`config.mk`:
```
export PLATFORM = sky130hd
export DESIGN_NAME = ses_status_bank
export DESIGN_NICKNAME = d
export VERILOG_FILES = /design/src/shared/ses_pkg.sv /design/src/shared/ses_opc_if.sv /design/src/ses_opc_trk.sv /design/src/ses_err_q.sv /design/src/ses_status_bank.sv
export SDC_FILE = /design/constraint.sdc
export NUM_CORES = 1
export LEC_CHECK = 0
export BUFFER_PORTS_ARGS = -buffer_cell sky130_fd_sc_hd__buf_4
export CORE_UTILIZATION = 30
export CTS_CLUSTER_DIAMETER = 60
export DETAILED_ROUTE_END_ITERATION = 7
export GPL_TIMING_DRIVEN = 0
export HOLD_SLACK_MARGIN = 0.12
export PLACE_DENSITY = 0.64
export SYNTH_ARGS = -nofsm -noshare
export SYNTH_HDL_FRONTEND = slang
export SYNTH_SLANG_ARGS = --single-unit
```
`constraint.sdc`:
```
create_clock -name clk -period 1.9 [get_ports clk]
set_input_delay 0.095 -clock clk [delete_from_list [all_inputs] [get_ports clk]]
set_output_delay 0.095 -clock clk [all_outputs]
set_load 0.02 [all_outputs]
```
`src/shared/ses_pkg.sv`:
```
// package of constants and types for the standard event status block
package ses_pkg;
  localparam int unsigned ES_W      = 8;
  localparam int unsigned BIT_OPC   = 0;
  localparam int unsigned BIT_QYE   = 2;
  localparam int unsigned BIT_DDE   = 3;
  localparam int unsigned BIT_EXE   = 4;
  localparam int unsigned BIT_CME   = 5;
  localparam int unsigned BIT_PON   = 7;
  localparam int unsigned STB_ESB   = 5;
  localparam logic [7:0]  USED_MASK = 8'hbd;
  localparam logic [7:0]  ZERO8     = 8'h00;
  localparam logic [7:0]  PON_RST   = 8'h80;
  typedef enum logic [2:0] {
    SES_NOP, SES_CLS, SES_ESE_WR, SES_ESE_RD, SES_ESR_RD, SES_OPC, SES_OPCQ
  } ses_cmd_t;
  typedef enum {SES_IDLE, SES_WAIT_EVT, SES_WAIT_Q} ses_opc_st_t;
endpackage : ses_pkg

```
`src/shared/ses_opc_if.sv`:
```
// interface between the status bank and the operation-complete tracker
`timescale 1ns/100ps
interface ses_opc_if;
  logic arm_evt;
  logic arm_q;
  logic cancel;
  logic done_evt;
  logic done_q;
  modport bank (output arm_evt, arm_q, cancel, input done_evt, done_q);
  modport trk  (input arm_evt, arm_q, cancel, output done_evt, done_q);
endinterface : ses_opc_if

```
`src/ses_opc_trk.sv`:
```
// operation-complete tracker armed by opc commands
`timescale 1ns/100ps
module ses_opc_trk (
  input  wire logic clk,
  input  wire logic rstn,
  input  wire logic sw_busy,
  ses_opc_if.trk    op
);
  ses_pkg::ses_opc_st_t st_q, st_d;
  logic evt_d, evt_q, q_d, q_q;

  always_comb begin
    st_d  = st_q;
    evt_d = 1'b0;
    q_d   = 1'b0;
    case (st_q)
      ses_pkg::SES_IDLE: begin
        if (op.arm_evt) st_d = ses_pkg::SES_WAIT_EVT;
        else if (op.arm_q) st_d = ses_pkg::SES_WAIT_Q;
      end
      ses_pkg::SES_WAIT_EVT: begin
        if (!sw_busy) begin
          evt_d = 1'b1;
          st_d  = ses_pkg::SES_IDLE;
        end
      end
      ses_pkg::SES_WAIT_Q: begin
        if (!sw_busy) begin
          q_d  = 1'b1;
          st_d = ses_pkg::SES_IDLE;
        end
      end
      default: st_d = ses_pkg::SES_IDLE;
    endcase
    if (op.cancel) begin
      st_d  = ses_pkg::SES_IDLE;
      evt_d = 1'b0;
      q_d   = 1'b0;
    end
  end

  always_ff @(posedge clk or negedge rstn) begin
    if (!rstn) begin
      st_q  <= ses_pkg::SES_IDLE;
      evt_q <= 1'b0;
      q_q   <= 1'b0;
    end else begin
      st_q  <= st_d;
      evt_q <= evt_d;
      q_q   <= q_d;
    end
  end

  assign op.done_evt = evt_q;
  assign op.done_q   = q_q;
endmodule : ses_opc_trk

```
`src/ses_err_q.sv`:
```
// device-defined error queue: counts pending errors, emptied on clear
`timescale 1ns/100ps
module ses_err_q (
  input  wire logic       clk,
  input  wire logic       rstn,
  input  wire logic       push,
  input  wire logic       pop,
  input  wire logic       clr,
  output logic [3:0]      count
);
  logic [3:0] cnt_d, cnt_q;
  always_comb begin
    cnt_d = cnt_q;
    if (clr) cnt_d = 4'h0;
    else if (push && !pop && cnt_q != 4'hf) cnt_d = cnt_q + 4'h1;
    else if (pop && !push && cnt_q != 4'h0) cnt_d = cnt_q - 4'h1;
  end
  always_ff @(posedge clk or negedge rstn) begin
    if (!rstn) cnt_q <= 4'h0;
    else cnt_q <= cnt_d;
  end
  assign count = cnt_q;
endmodule : ses_err_q

```
`src/ses_status_bank.sv`:
```
// standard event status register bank with enable mask and clear logic
// Summary of operation
// clear command empties every status structure including the error queue
// clear command cancels any pending operation-complete request
// clear right after a terminator also empties output queue and flag
// enable write loads mask; ones enable matching event bits
// controller sends mask values only from 0 to 255
// enable query returns the present mask value; answers 01 instead when an opc query finishes in the same cycle
// event query returns the weights of all set event bits; answers 01 instead when an opc query finishes in the same cycle
// event register zeroed by clear and right after its query
// bit 7 set on power-on transition
// bit 5 set on command error
// bit 4 set on execution error
// bit 3 set on device-dependent error
// bit 2 set on query error
// bit 0 shows operation complete
// bits 6 and 1 always read zero; their mask bits do nothing
// status byte bit 5 high when an enabled event occurred
// opc sets bit 0 once running switching operations finish
// summary is or of event bits anded with mask, tracking both registers
`timescale 1ns/100ps
module ses_status_bank (
  input  wire logic             clk,
  input  wire logic             rstn,
  input  wire logic             cmd_vld,
  input  wire ses_pkg::ses_cmd_t cmd,
  input  wire logic [7:0]       cmd_data,
  input  wire logic             after_term,
  input  wire logic             cmd_err,
  input  wire logic             exe_err,
  input  wire logic             dev_err,
  input  wire logic             qry_err,
  input  wire logic             sw_busy,
  input  wire logic             err_push,
  input  wire logic             err_pop,
  output logic                  rsp_vld,
  output logic [7:0]            rsp_data,
  output logic                  out_q_clr,
  output logic                  mav_clr,
  output logic                  esb,
  output logic [3:0]            err_count
);
  ses_opc_if opif ();

  logic [7:0] ese_q, ese_d, esr_q, esr_d, set_v;
  logic       rsp_vld_d, oq_d, mav_d, esb_d, cls;
  logic [7:0] rsp_d;
  logic [3:0] cnt_w;

  function automatic logic [7:0] used(input logic [7:0] v);
    return v & ses_pkg::USED_MASK;
  endfunction : used

  assign cls = cmd_vld && cmd == ses_pkg::SES_CLS;
  assign opif.arm_evt = cmd_vld && cmd == ses_pkg::SES_OPC;
  assign opif.arm_q   = cmd_vld && cmd == ses_pkg::SES_OPCQ;
  assign opif.cancel  = cls;

  ses_opc_trk u_trk (
    .clk     (clk),
    .rstn    (rstn),
    .sw_busy (sw_busy),
    .op      (opif)
  );

  ses_err_q u_errq (
    .clk   (clk),
    .rstn  (rstn),
    .push  (err_push),
    .pop   (err_pop),
    .clr   (cls),
    .count (cnt_w)
  );

  always_comb begin
    set_v = ses_pkg::ZERO8;
    set_v[ses_pkg::BIT_CME] = cmd_err;
    set_v[ses_pkg::BIT_EXE] = exe_err;
    set_v[ses_pkg::BIT_DDE] = dev_err;
    set_v[ses_pkg::BIT_QYE] = qry_err;
    set_v[ses_pkg::BIT_OPC] = opif.done_evt;
  end

  always_comb begin
    ese_d     = ese_q;
    esr_d     = esr_q;
    rsp_vld_d = 1'b0;
    rsp_d     = ses_pkg::ZERO8;
    oq_d      = 1'b0;
    mav_d     = 1'b0;
    if (cmd_vld) begin
      case (cmd)
        ses_pkg::SES_CLS: begin
          esr_d = ses_pkg::ZERO8;
          oq_d  = after_term;
          mav_d = after_term;
        end
        ses_pkg::SES_ESE_WR: ese_d = cmd_data;
        ses_pkg::SES_ESE_RD: begin
          rsp_vld_d = 1'b1;
          rsp_d     = ese_q;
        end
        ses_pkg::SES_ESR_RD: begin
          rsp_vld_d = 1'b1;
          rsp_d     = used(esr_q);
          esr_d     = ses_pkg::ZERO8;
        end
        default: ;
      endcase
    end
    if (opif.done_q) begin
      rsp_vld_d = 1'b1;
      rsp_d     = 8'h01;
    end
    // events arriving with a clear or read are kept
    esr_d = used(esr_d | set_v);
    esb_d = |(used(esr_d) & ese_d);
  end

  always_ff @(posedge clk or negedge rstn) begin
    if (!rstn) begin
      ese_q     <= ses_pkg::ZERO8;
      esr_q     <= ses_pkg::PON_RST;
      rsp_vld   <= 1'b0;
      rsp_data  <= ses_pkg::ZERO8;
      out_q_clr <= 1'b0;
      mav_clr   <= 1'b0;
      esb       <= 1'b0;
      err_count <= 4'h0;
    end else begin
      ese_q     <= ese_d;
      esr_q     <= esr_d;
      rsp_vld   <= rsp_vld_d;
      rsp_data  <= rsp_d;
      out_q_clr <= oq_d;
      mav_clr   <= mav_d;
      esb       <= esb_d;
      err_count <= cnt_w;
    end
  end
endmodule : ses_status_bank

```
# Word-level counts from Yosys, hierarchy flattened

Cells that the tools add are included.

Bits in registers: 67
Bits of input ports: 22
Output and inout bits: 16
Logic and storage cells: 68

Add/sub/neg operators: 2
Equal/unequal tests: 11
Muxes and demuxes: 25
Bitwise gates (word level): 2
Reductions and logical operators: 17

Operators with widths:

| cell                | number |
|---|---|
| $mux 32             | 4 |
| $pmux 32 s2         | 1 |
| $mux 8              | 6 |
| $eq 32x1->1 const B | 1 |
| $eq 32x2->1 const B | 1 |
| $logic_not 32->1    | 1 |
| $pmux 8 s2          | 1 |
| $mux 4              | 3 |
| $mux 1              | 10 |
| $eq 3x3->1 const B  | 3 |
| $and 8x8->8         | 1 |
| $ne 4x4->1 const B  | 2 |
| $or 8x6->8          | 1 |
| $reduce_or 8->1     | 1 |
| $logic_and 1x1->1   | 7 |
| $eq 3x2->1 const B  | 2 |
| $reduce_or 2->1     | 3 |
| $add 4x1->4 const B | 1 |
| $reduce_bool 4->1   | 1 |
| $sub 4x1->4 const B | 1 |
| $eq 3x1->1 const B  | 1 |
| $ne 3x2->1 const B  | 1 |
| $reduce_bool 3->1   | 1 |
| $logic_not 1->1     | 2 |
| $reduce_and 2->1    | 1 |

# Logic depth before layout (Yosys ltp)

Gate-level depths: netlist of the first run.

Word-level depth: 7
Gate-level depth with buffers: 9
Depth with buffers taken out: 9

# Cells and area by module

Synthesis of the first run repeated with hierarchy kept, for this count alone.

Cell total of the unflattened synthesis: 129
Area, all modules: 1657.8 um2

Modules (own cells, without submodules):

| module          | instances | cells an instance | area an instance (um2) | seq. area each (um2) |
|---|---|---|---|---|
| ses_status_bank | 1         | 79                | 1107.3                 | 726.9 |
| ses_err_q       | 1         | 32                | 329.1                  | 100.1 |
| ses_opc_trk     | 1         | 18                | 221.5                  | 100.1 |

# Worst setup path before layout of the first run

No wires, ideal clock.

Kind: register to register
Start point: register u_errq.cnt_q[2], in the netlist u_errq.count[2]
End point: register u_errq.cnt_q[3], in the netlist u_errq.count[3]
Library setup time: 0.137 ns
Data arrival time: 1.767 ns
Required time: 1.763 ns
Setup slack: -0.003 ns
Stages on the path, launching flop included: 10
Buffers on the path: 0
Period minus slack after synthesis: 1.903 ns
Cells stage by stage: dfrtp_1 > nand4_1 > and3b_1 > inv_1 > ha_1 > a21o_1 > a21oi_1 > mux2i_1 > xor2_1 > nor2_1

Longest elaborated chain between the ends: 4
Elaborated cells between the ends (all ways): 10
Those cells by class: add/sub (2); eq/ne (1); mux (3); reduce/logical (4)

RTL lines:

| what                                        | line                             | source |
|---|---|---|
| from (decl)                                 | ses_err_q.sv:11                  | `logic [3:0] cnt_d, cnt_q;` |
| from (signal assigned)                      | ses_err_q.sv:20                  | `else cnt_q <= cnt_d;` |
| $sub 4x1->4 or $ne 4x4->1 (tied branches)   | ses_err_q.sv:16, ses_err_q.sv:15 |  |
| $mux 4 or $logic_and 1x1->1 (tied branches) | ses_err_q.sv:16, ses_err_q.sv:15 |  |
| $mux 4                                      | ses_err_q.sv:15                  | `else if (push && !pop && cnt_q != 4'hf) cnt_d = cnt_q + 4'h1;` |
| $mux 4                                      | ses_err_q.sv:14                  | `if (clr) cnt_d = 4'h0;` |

Parallel ways exist; a longest one is shown, timed or not. The select of a mux whose other input is x is not followed.
A chain may end at the register's enable or synchronous reset.

# Worst setup path after layout of the first run

Start point: register u_errq.cnt_q[1], in the netlist u_errq.count[1]
End point: register u_errq.cnt_q[3], in the netlist u_errq.count[3]

Same word-level chain as after synthesis.

==> results of run 1 <==
==> layer usage <==
metal	up-vias	GRT usage (%)
li1	561	-
met1	570	15.7
met2	37	26.4
met3	6	5.15
met4	0	5.03
met5	-	0
==> worst max-delay path, delay by kind of cell (launching register included) <==
| kind | cells | cell delay [ns] |
|---|---|---|
| fa+ha+maj | 1 | 0.19 |
| mux | 1 | 0.22 |
| xor+xnor | 1 | 0.18 |
| simple gates | 3 | 0.35 |
| compound gates | 2 | 0.32 |
| flops | 1 | 0.37 |
| buf+inv | 1 | 0.08 |
==> layout make-up <==
class,count,area (um2),share of cell area [%]
plain buffers,1,7.51,0.335
clock buffers,6,82.6,3.68
clock inverters,2,13.8,0.614
inverters,5,18.8,0.837
multi-input cells,80,633,28.2
flip-flops and latches,37,927,41.4
well taps,67,83.8,3.74
repair buffers,58,475,21.2
==> final timing paths <==
path                                                  start                          end  slack, ns
worst max-delay path            u_errq.count[1]$_DFFE_PN0P_  u_errq.count[3]$_DFFE_PN0P_       0.04
worst min-delay path                                 cmd[0]    u_trk.st_q[1]$_DFFE_PN0P_       0.18
worst max register to register  u_errq.count[1]$_DFFE_PN0P_  u_errq.count[3]$_DFFE_PN0P_       0.04
worst min register to register  u_trk.op.done_evt$_DFF_PN0_           esr_q[0]$_DFF_PN0_       0.45
max in group asynchronous                              rstn           esr_q[7]$_DFF_PN1_       1.25
min in group asynchronous                              rstn        rsp_data[7]$_DFF_PN0_       0.31
==> flip-flops by register name, indices dropped and copies added, names as in the netlist <==
register           cells
u_trk.op.done_q        1
esb                    1
u_trk.op.done_evt      1
rsp_data               8
mav_clr                1
ese_q                  8
esr_q                  6
rsp_vld                1
err_count              4
u_errq.count           4
u_trk.st_q             2
==> timing repair <==
item,in CTS,in global routing
resized for setup,3,0
endpoints found under the hold margin,54,0
setup buffers,5,0
setup endpoints to repair,1,1
hold buffers,16,0
pin swaps,5,1
==> cell families (layout without fill, tap and decap cells) <==
group                    Yosys count  in the layout
multiplexers                      10             10
flip-flops                        37             37
adder cells (fa/ha/maj)            6              6
AO/OA/AOI/OAI                     22             22
buffers and inverters              6             72
AND/OR/NAND/NOR                   38             38
XOR/XNOR                           4              4
==> cell usage in the layout (no fill, tap or decap), types with 2 or more instances in the layout <==
cell and count:
buf_4 43, nor2b_1 2, nand2_1 5, a22oi_1 6
nor2_1 12, a22oi_2 2, nor3b_1 3, a21o_1 5
mux2_2 8, mux2i_1 2, a21o_2 2, dfrtp_1 36
xnor2_1 2, ha_1 4, and3_1 2, xor2_1 2
inv_1 4, clkbuf_8 6, dlygate4sd3_1 16, nand2b_1 3
==> power by group through the flow <==
| stage | clock network [mW] | registers [mW] | logic [mW] |
|---|---|---|---|
| 3_3_place_gp | 0 | 1.09 | 0.668 |
| 2_1_floorplan | 0 | 1.15 | 0.391 |
| 6_report | 0.575 | 1.06 | 0.869 |
| 4_1_cts | 0.592 | 1.06 | 0.869 |
| 3_5_place_dp | 0 | 1.10 | 0.713 |
| 5_1_grt | 0.628 | 1.08 | 0.967 |
==> metrics by stage <==
step                      power [mW]  instances  setup WS (ns)  cell area [um2]
after floorplan                 1.54        123         0.0148             1570
after global placement          1.76        227        -0.0832             1930
after detailed placement        1.82        227         -0.178             1930
after CTS                       2.52        256         0.0485             2240
after global routing            2.68        256        -0.0876             2240
final                           2.50        256         0.0362             2240
==> run_results.csv, run 1 <==
group,metric,value,unit
power,sw_frac_of_total,32.1,%
clock_network,clkLatencyLatePin,0.29,ns
setup_path,worstSetupStartpointType,"flop",
timing,rsz0062_at_grt,"true",
place,dp_hpwl,2.36,mm
yosys,postSynthCellCount,123,
finish,nFillCells,464,
drt,num_vias,1174,
drt,drt_iter0_drc,37,
clock_network,cts_tree,"yes",
setup_path,crit_required,2.06,ns
clock_network,cts_sinks,37,
yosys,synth.most_common_cell,"dfrtp_1",
drt,firstDrtPassIters,4,
timing,report.final.slew_viol_count,0,
yosys,syn_avg_cell_area,12.8,um2
timing,worst_pin_slew,0.623,ns
global_routing,antenna_found_initial,0,
yosys,synth_top_family_by_area,"simple AND/OR/NAND/NOR gates",
power,p_clk_share,23.0,%
timing,max_slew_margin,58.3,%
setup_path,max_stage_delay,0.37,ns
yosys,synth_nets,151,
yosys,ys_warn_count,0,
clock_network,numCtsBuffers,5,
clock_network,cts_buffer_depth,2,
setup_path,crit_path_cell_trace,"nand4_1, and3b_2, inv_2, ha_4, a21o_1, a21oi_2, mux2i_1, xor2_1, nor2_1",
run_status,outcome,"completed",
yosys,synth_compound_area_share,11.1,%
die,die_area,5520,um2
power,p_leak,1.06,nW
setup_path,cp.arrival,2.02,ns
global_routing,grt_max_degree,38,
die,row_count,25,
global_routing,grt_pass1_wl,5.84,mm
die,die_y,74.3,um
timing,hold_viol,0,
die,pin_count,38,
power,p_per_area,1120,nW/um2
yosys,yosys-top-cells-count,"dfrtp_1 (36), nor2_1 (12), mux2_2 (8)",
place,gp_congestion,0.838,
flow_run,cap_violations,0,
yosys,ys_top_cells_by_area,"dfrtp_1 (57%), mux2_2 (5.7%), ha_1 (4.0%)",
clock_network,cts_max_level,2,
yosys,ys_ff_latch,37,
drt,totalWireLength,3.51,mm
timing,min_period,1.86,ns
finish,nets,216,
clock_network,clkTransAtPathRegs,0.07,ns
timing,setup_tns,0,ns
die,core-area,4880,um2
setup_path,reg2reg_depth,9,
yosys,ys_types,37,
timing,fin_skew,0.00830,ns
global_routing,grt_pass1_vias,1289,
power,internal_power,1.70,mW
power,power.switching,0.803,mW
finish,antenna_cells,0,
yosys,post_synth_and_or_nand_nor_area_fraction,13.6,%
power,seqPwrFrac,42.3,%
die,die_x,74.3,um
drt,wl_met3,215,um
drt,via_per_inst,4.59,
drt,dr_wl_met2,1.74,mm
yosys,synth-adder-area-share,5.26,%
drt,route.detailed.drc,0,
place,portBuffers,37,
power,ir_worst_vdd,0.000708,V
yosys,synthMuxAreaShare,7.02,%
yosys,synthArstFlopShare,100,%
setup_path,cp-end-kind,"flop",
yosys,syn_area,1570,um2
drt,top_layer_used,"met4",
finish,syn_to_final_growth,42.9,%
worst_hold_path,worstHoldPathType,"in -> reg",
global_routing,grt_usage,14.6,%
timing,hold_ws,0.180,ns
yosys,synth_xor_area_share,2.23,%
timing,finalSetupViolations,0,
yosys,synth_top_area_share,57.4,%
worst_hold_path,hold_depth,4,
die,start_util,32.2,%
timing,post-route-period-util,98.1,%
yosys,yosysTopAreaCell,"dfrtp_1",
yosys,synth_edf_count,0,
setup_path,crit_type,"reg -> reg",
clock_network,cts-root-buf,"clkbuf_8",
timing,fmax,537,MHz
drt,routedWlPerCell,13.7,um
power,combinationalPowerShare,34.7,%
drt,antenna_left,0,
yosys,synthFlopType,"dfrtp_1",
global_routing,grt_overflow,0,
yosys,seq_area_frac_synth,59.1,%
setup_path,critPathMaxFanout,2,
finish,utilization,45.9,%
finish,drive_gt1_share,37.6,%
setup_path,crit_slowest_cell,"dfrtp_1",
drt,wl_met1,1.51,mm
(Power assumes the default switching activity.)
==> inputs of run 2 (changes only) <==
- GPL_TIMING_DRIVEN: 0 -> 1
==> run_results.csv, run 2 (synthesized netlist as in run 1, its figures left out) <==
group,metric,value,unit
run_status,outcome,"completed",
drt,firstDrtPassIters,4,
clock_network,cts_buffer_depth,2,
power,internal_power,1.73,mW
power,seqPwrFrac,42.1,%
power,ir_worst_vdd,0.000644,V
timing,post-route-period-util,96.2,%
clock_network,numCtsBuffers,5,
setup_path,max_stage_delay,0.36,ns
die,row_count,25,
drt,drt_iter0_drc,26,
finish,nets,215,
clock_network,cts_max_level,2,
clock_network,cts_sinks,37,
drt,via_per_inst,4.61,
place,numPlacedInstances,231,
setup_path,crit_slowest_cell,"dfrtp_1",
setup_path,crit_path_cell_trace,"nand4_1, and3b_2, inv_2, ha_4, a21o_1, a21oi_2, mux2i_1, xor2_1, nor2_1",
finish,final_common_cell,"buf_4",
setup_path,cp.arrival,1.97,ns
timing,fmax,547,MHz
die,die_y,74.3,um
drt,antenna_left,0,
die,start_util,32.2,%
place,gp_congestion,0.790,
drt,routedWlPerCell,13.3,um
global_routing,grt_usage,13.4,%
timing,min_period,1.83,ns
timing,setup_ws,0.0728,ns
finish,antenna_cells,0,
global_routing,grt_pass1_wl,5.53,mm
place,dp_hpwl,2.37,mm
flow_run,cap_violations,0,
finish,final_cells,255,
finish,top_regs,"ese_q x8, rsp_data x8, esr_q x6",
setup_path,cp-end-kind,"flop",
power,p_per_area,1110,nW/um2
setup_path,worstSetupStartpointType,"flop",
global_routing,grt_max_degree,38,
global_routing,grt_pass1_vias,1306,
drt,totalWireLength,3.39,mm
power,power.switching,0.766,mW
timing,hold_viol,0,
global_routing,grt_overflow,0,
finish,layout_common_cells,"buf_4 (42), dfrtp_1 (36), dlygate4sd3_1 (16)",
clock_network,cts-root-buf,"clkbuf_8",
power,p_leak,1.06,nW
timing,report.final.slew_viol_count,0,
finish,seq_area,927,um2
setup_path,critPathTopFamily,"flip-flops",
timing,max_slew_margin,57.9,%
power,sw_frac_of_total,30.7,%
setup_path,critPathBufInv,1,
die,core-area,4880,um2
timing,finalSetupViolations,0,
finish,syn_to_final_growth,42.7,%
finish,nFillCells,474,
drt,route.detailed.drc,0,
timing,rsz0062_at_grt,"true",
place,dpl_worst_slack,-0.0146,ns
setup_path,crit_type,"reg -> reg",
place,portBuffers,37,
finish,drive_gt1_share,37.2,%
die,pin_count,38,
timing,fin_skew,0.00620,ns
power,p_clk_share,23.7,%
timing,worst_pin_slew,0.628,ns
global_routing,antenna_found_initial,0,
power,combinationalPowerShare,34.2,%
die,die_x,74.3,um
clock_network,clkLatencyLatePin,0.28,ns
worst_hold_path,worstHoldPathType,"in -> reg",
finish,multi_input_area,633,um2
clock_network,cts_tree,"yes",
setup_path,crit_required,2.04,ns
setup_path,critPathMaxFanout,2,
die,die_area,5520,um2
clock_network,clkTransAtPathRegs,0.07,ns
drt,num_vias,1176,
==> run 2: changes by cell type in the layout (fill, tap and decap cells not counted) <==
cell | before | now
buf_4 | 43 | 42
clkinv_4 | 1 | 0
clkbuf_8 | 6 | 7
==> run 2: final timing paths <==
kind | start | endpoint | slack (ns) | cells past startpoint
max | u_errq.count[1]$_DFFE_PN0P_ | u_errq.count[3]$_DFFE_PN0P_ | 0.07 | 9
min | cmd[0] | u_trk.st_q[1]$_DFFE_PN0P_ | 0.20 | 4
max reg2reg | u_errq.count[1]$_DFFE_PN0P_ | u_errq.count[3]$_DFFE_PN0P_ | 0.07 | 9
min reg2reg | u_trk.op.done_evt$_DFF_PN0_ | esr_q[0]$_DFF_PN0_ | 0.45 | 1
max in group asynchronous | rstn | esr_q[7]$_DFF_PN1_ | 1.25 | 2
min in group asynchronous | rstn | rsp_data[7]$_DFF_PN0_ | 0.31 | 2
==> run 2: power by group through the flow <==
| stage | clock, mW | sequential [mW] | combinational, mW |
|---|---|---|---|
| after floorplan | 0 | 1.15 | 0.391 |
| after CTS | 0.608 | 1.05 | 0.844 |
| after detailed placement | 0 | 1.07 | 0.799 |
| after global placement | 0 | 1.06 | 0.777 |
| after global routing | 0.644 | 1.07 | 0.951 |
| final | 0.590 | 1.05 | 0.853 |
==> run 2: layout make-up <==
| type | count | share of cell area, % |
|---|---|---|
| clock buffers | 7 | 4.30 |
| clock inverters | 1 | 0.223 |
| inverters | 5 | 0.838 |
| multi-input cells | 80 | 28.3 |
| flip-flops and latches | 37 | 41.4 |
| well taps | 67 | 3.74 |
| repair buffers | 58 | 21.2 |
==> run 2: worst reg2reg max path: stages, from the launching register on <==
cell	delay, ns
dfrtp_1	0.36
nand4_1	0.09
and3b_2	0.21
inv_2	0.08
ha_4	0.19
a21o_1	0.16
a21oi_2	0.14
mux2i_1	0.22
xor2_1	0.17
nor2_1	0.05
==> run 2: what timing repair did <==
| action | 4_1_cts | 5_1_grt |
|---|---|---|
| hold endpoints to repair | 54 | 0 |
| hold buffers | 16 | 0 |
| gates cloned | 0 | 0 |
| setup buffers | 0 | 0 |
| resized for setup | 1 | 2 |
| setup endpoints to repair | 1 | 1 |
| pin swaps | 2 | 5 |
==> run 2: metal layers <==
layer	vias up	share of wire (%)	GRT usage, %	wire length [um]
met3	3	4.5	3.25	151
met4	0	0.47	4.40	16
met2	36	50	24.4	1700
li1	556	-	-	-
met5	-	0	0	0
met1	581	45	15.5	1520
==> run 2: through the flow <==
step | instance area (um2) | power [mW] | TNS (ns) | hold WS [ns] | utilization [%]
after floorplan | 1570 | 1.54 | 0 | -0.201 | -
after global placement | 1960 | 1.83 | 0 | 0.0692 | 40.2
after detailed placement | 1960 | 1.87 | -0.0146 | 0.0852 | 40.2
after CTS | 2230 | 2.51 | 0 | 0.189 | 45.6
after global routing | 2240 | 2.67 | -0.0491 | 0.202 | 45.9
final | 2240 | 2.49 | 0 | 0.205 | 45.9
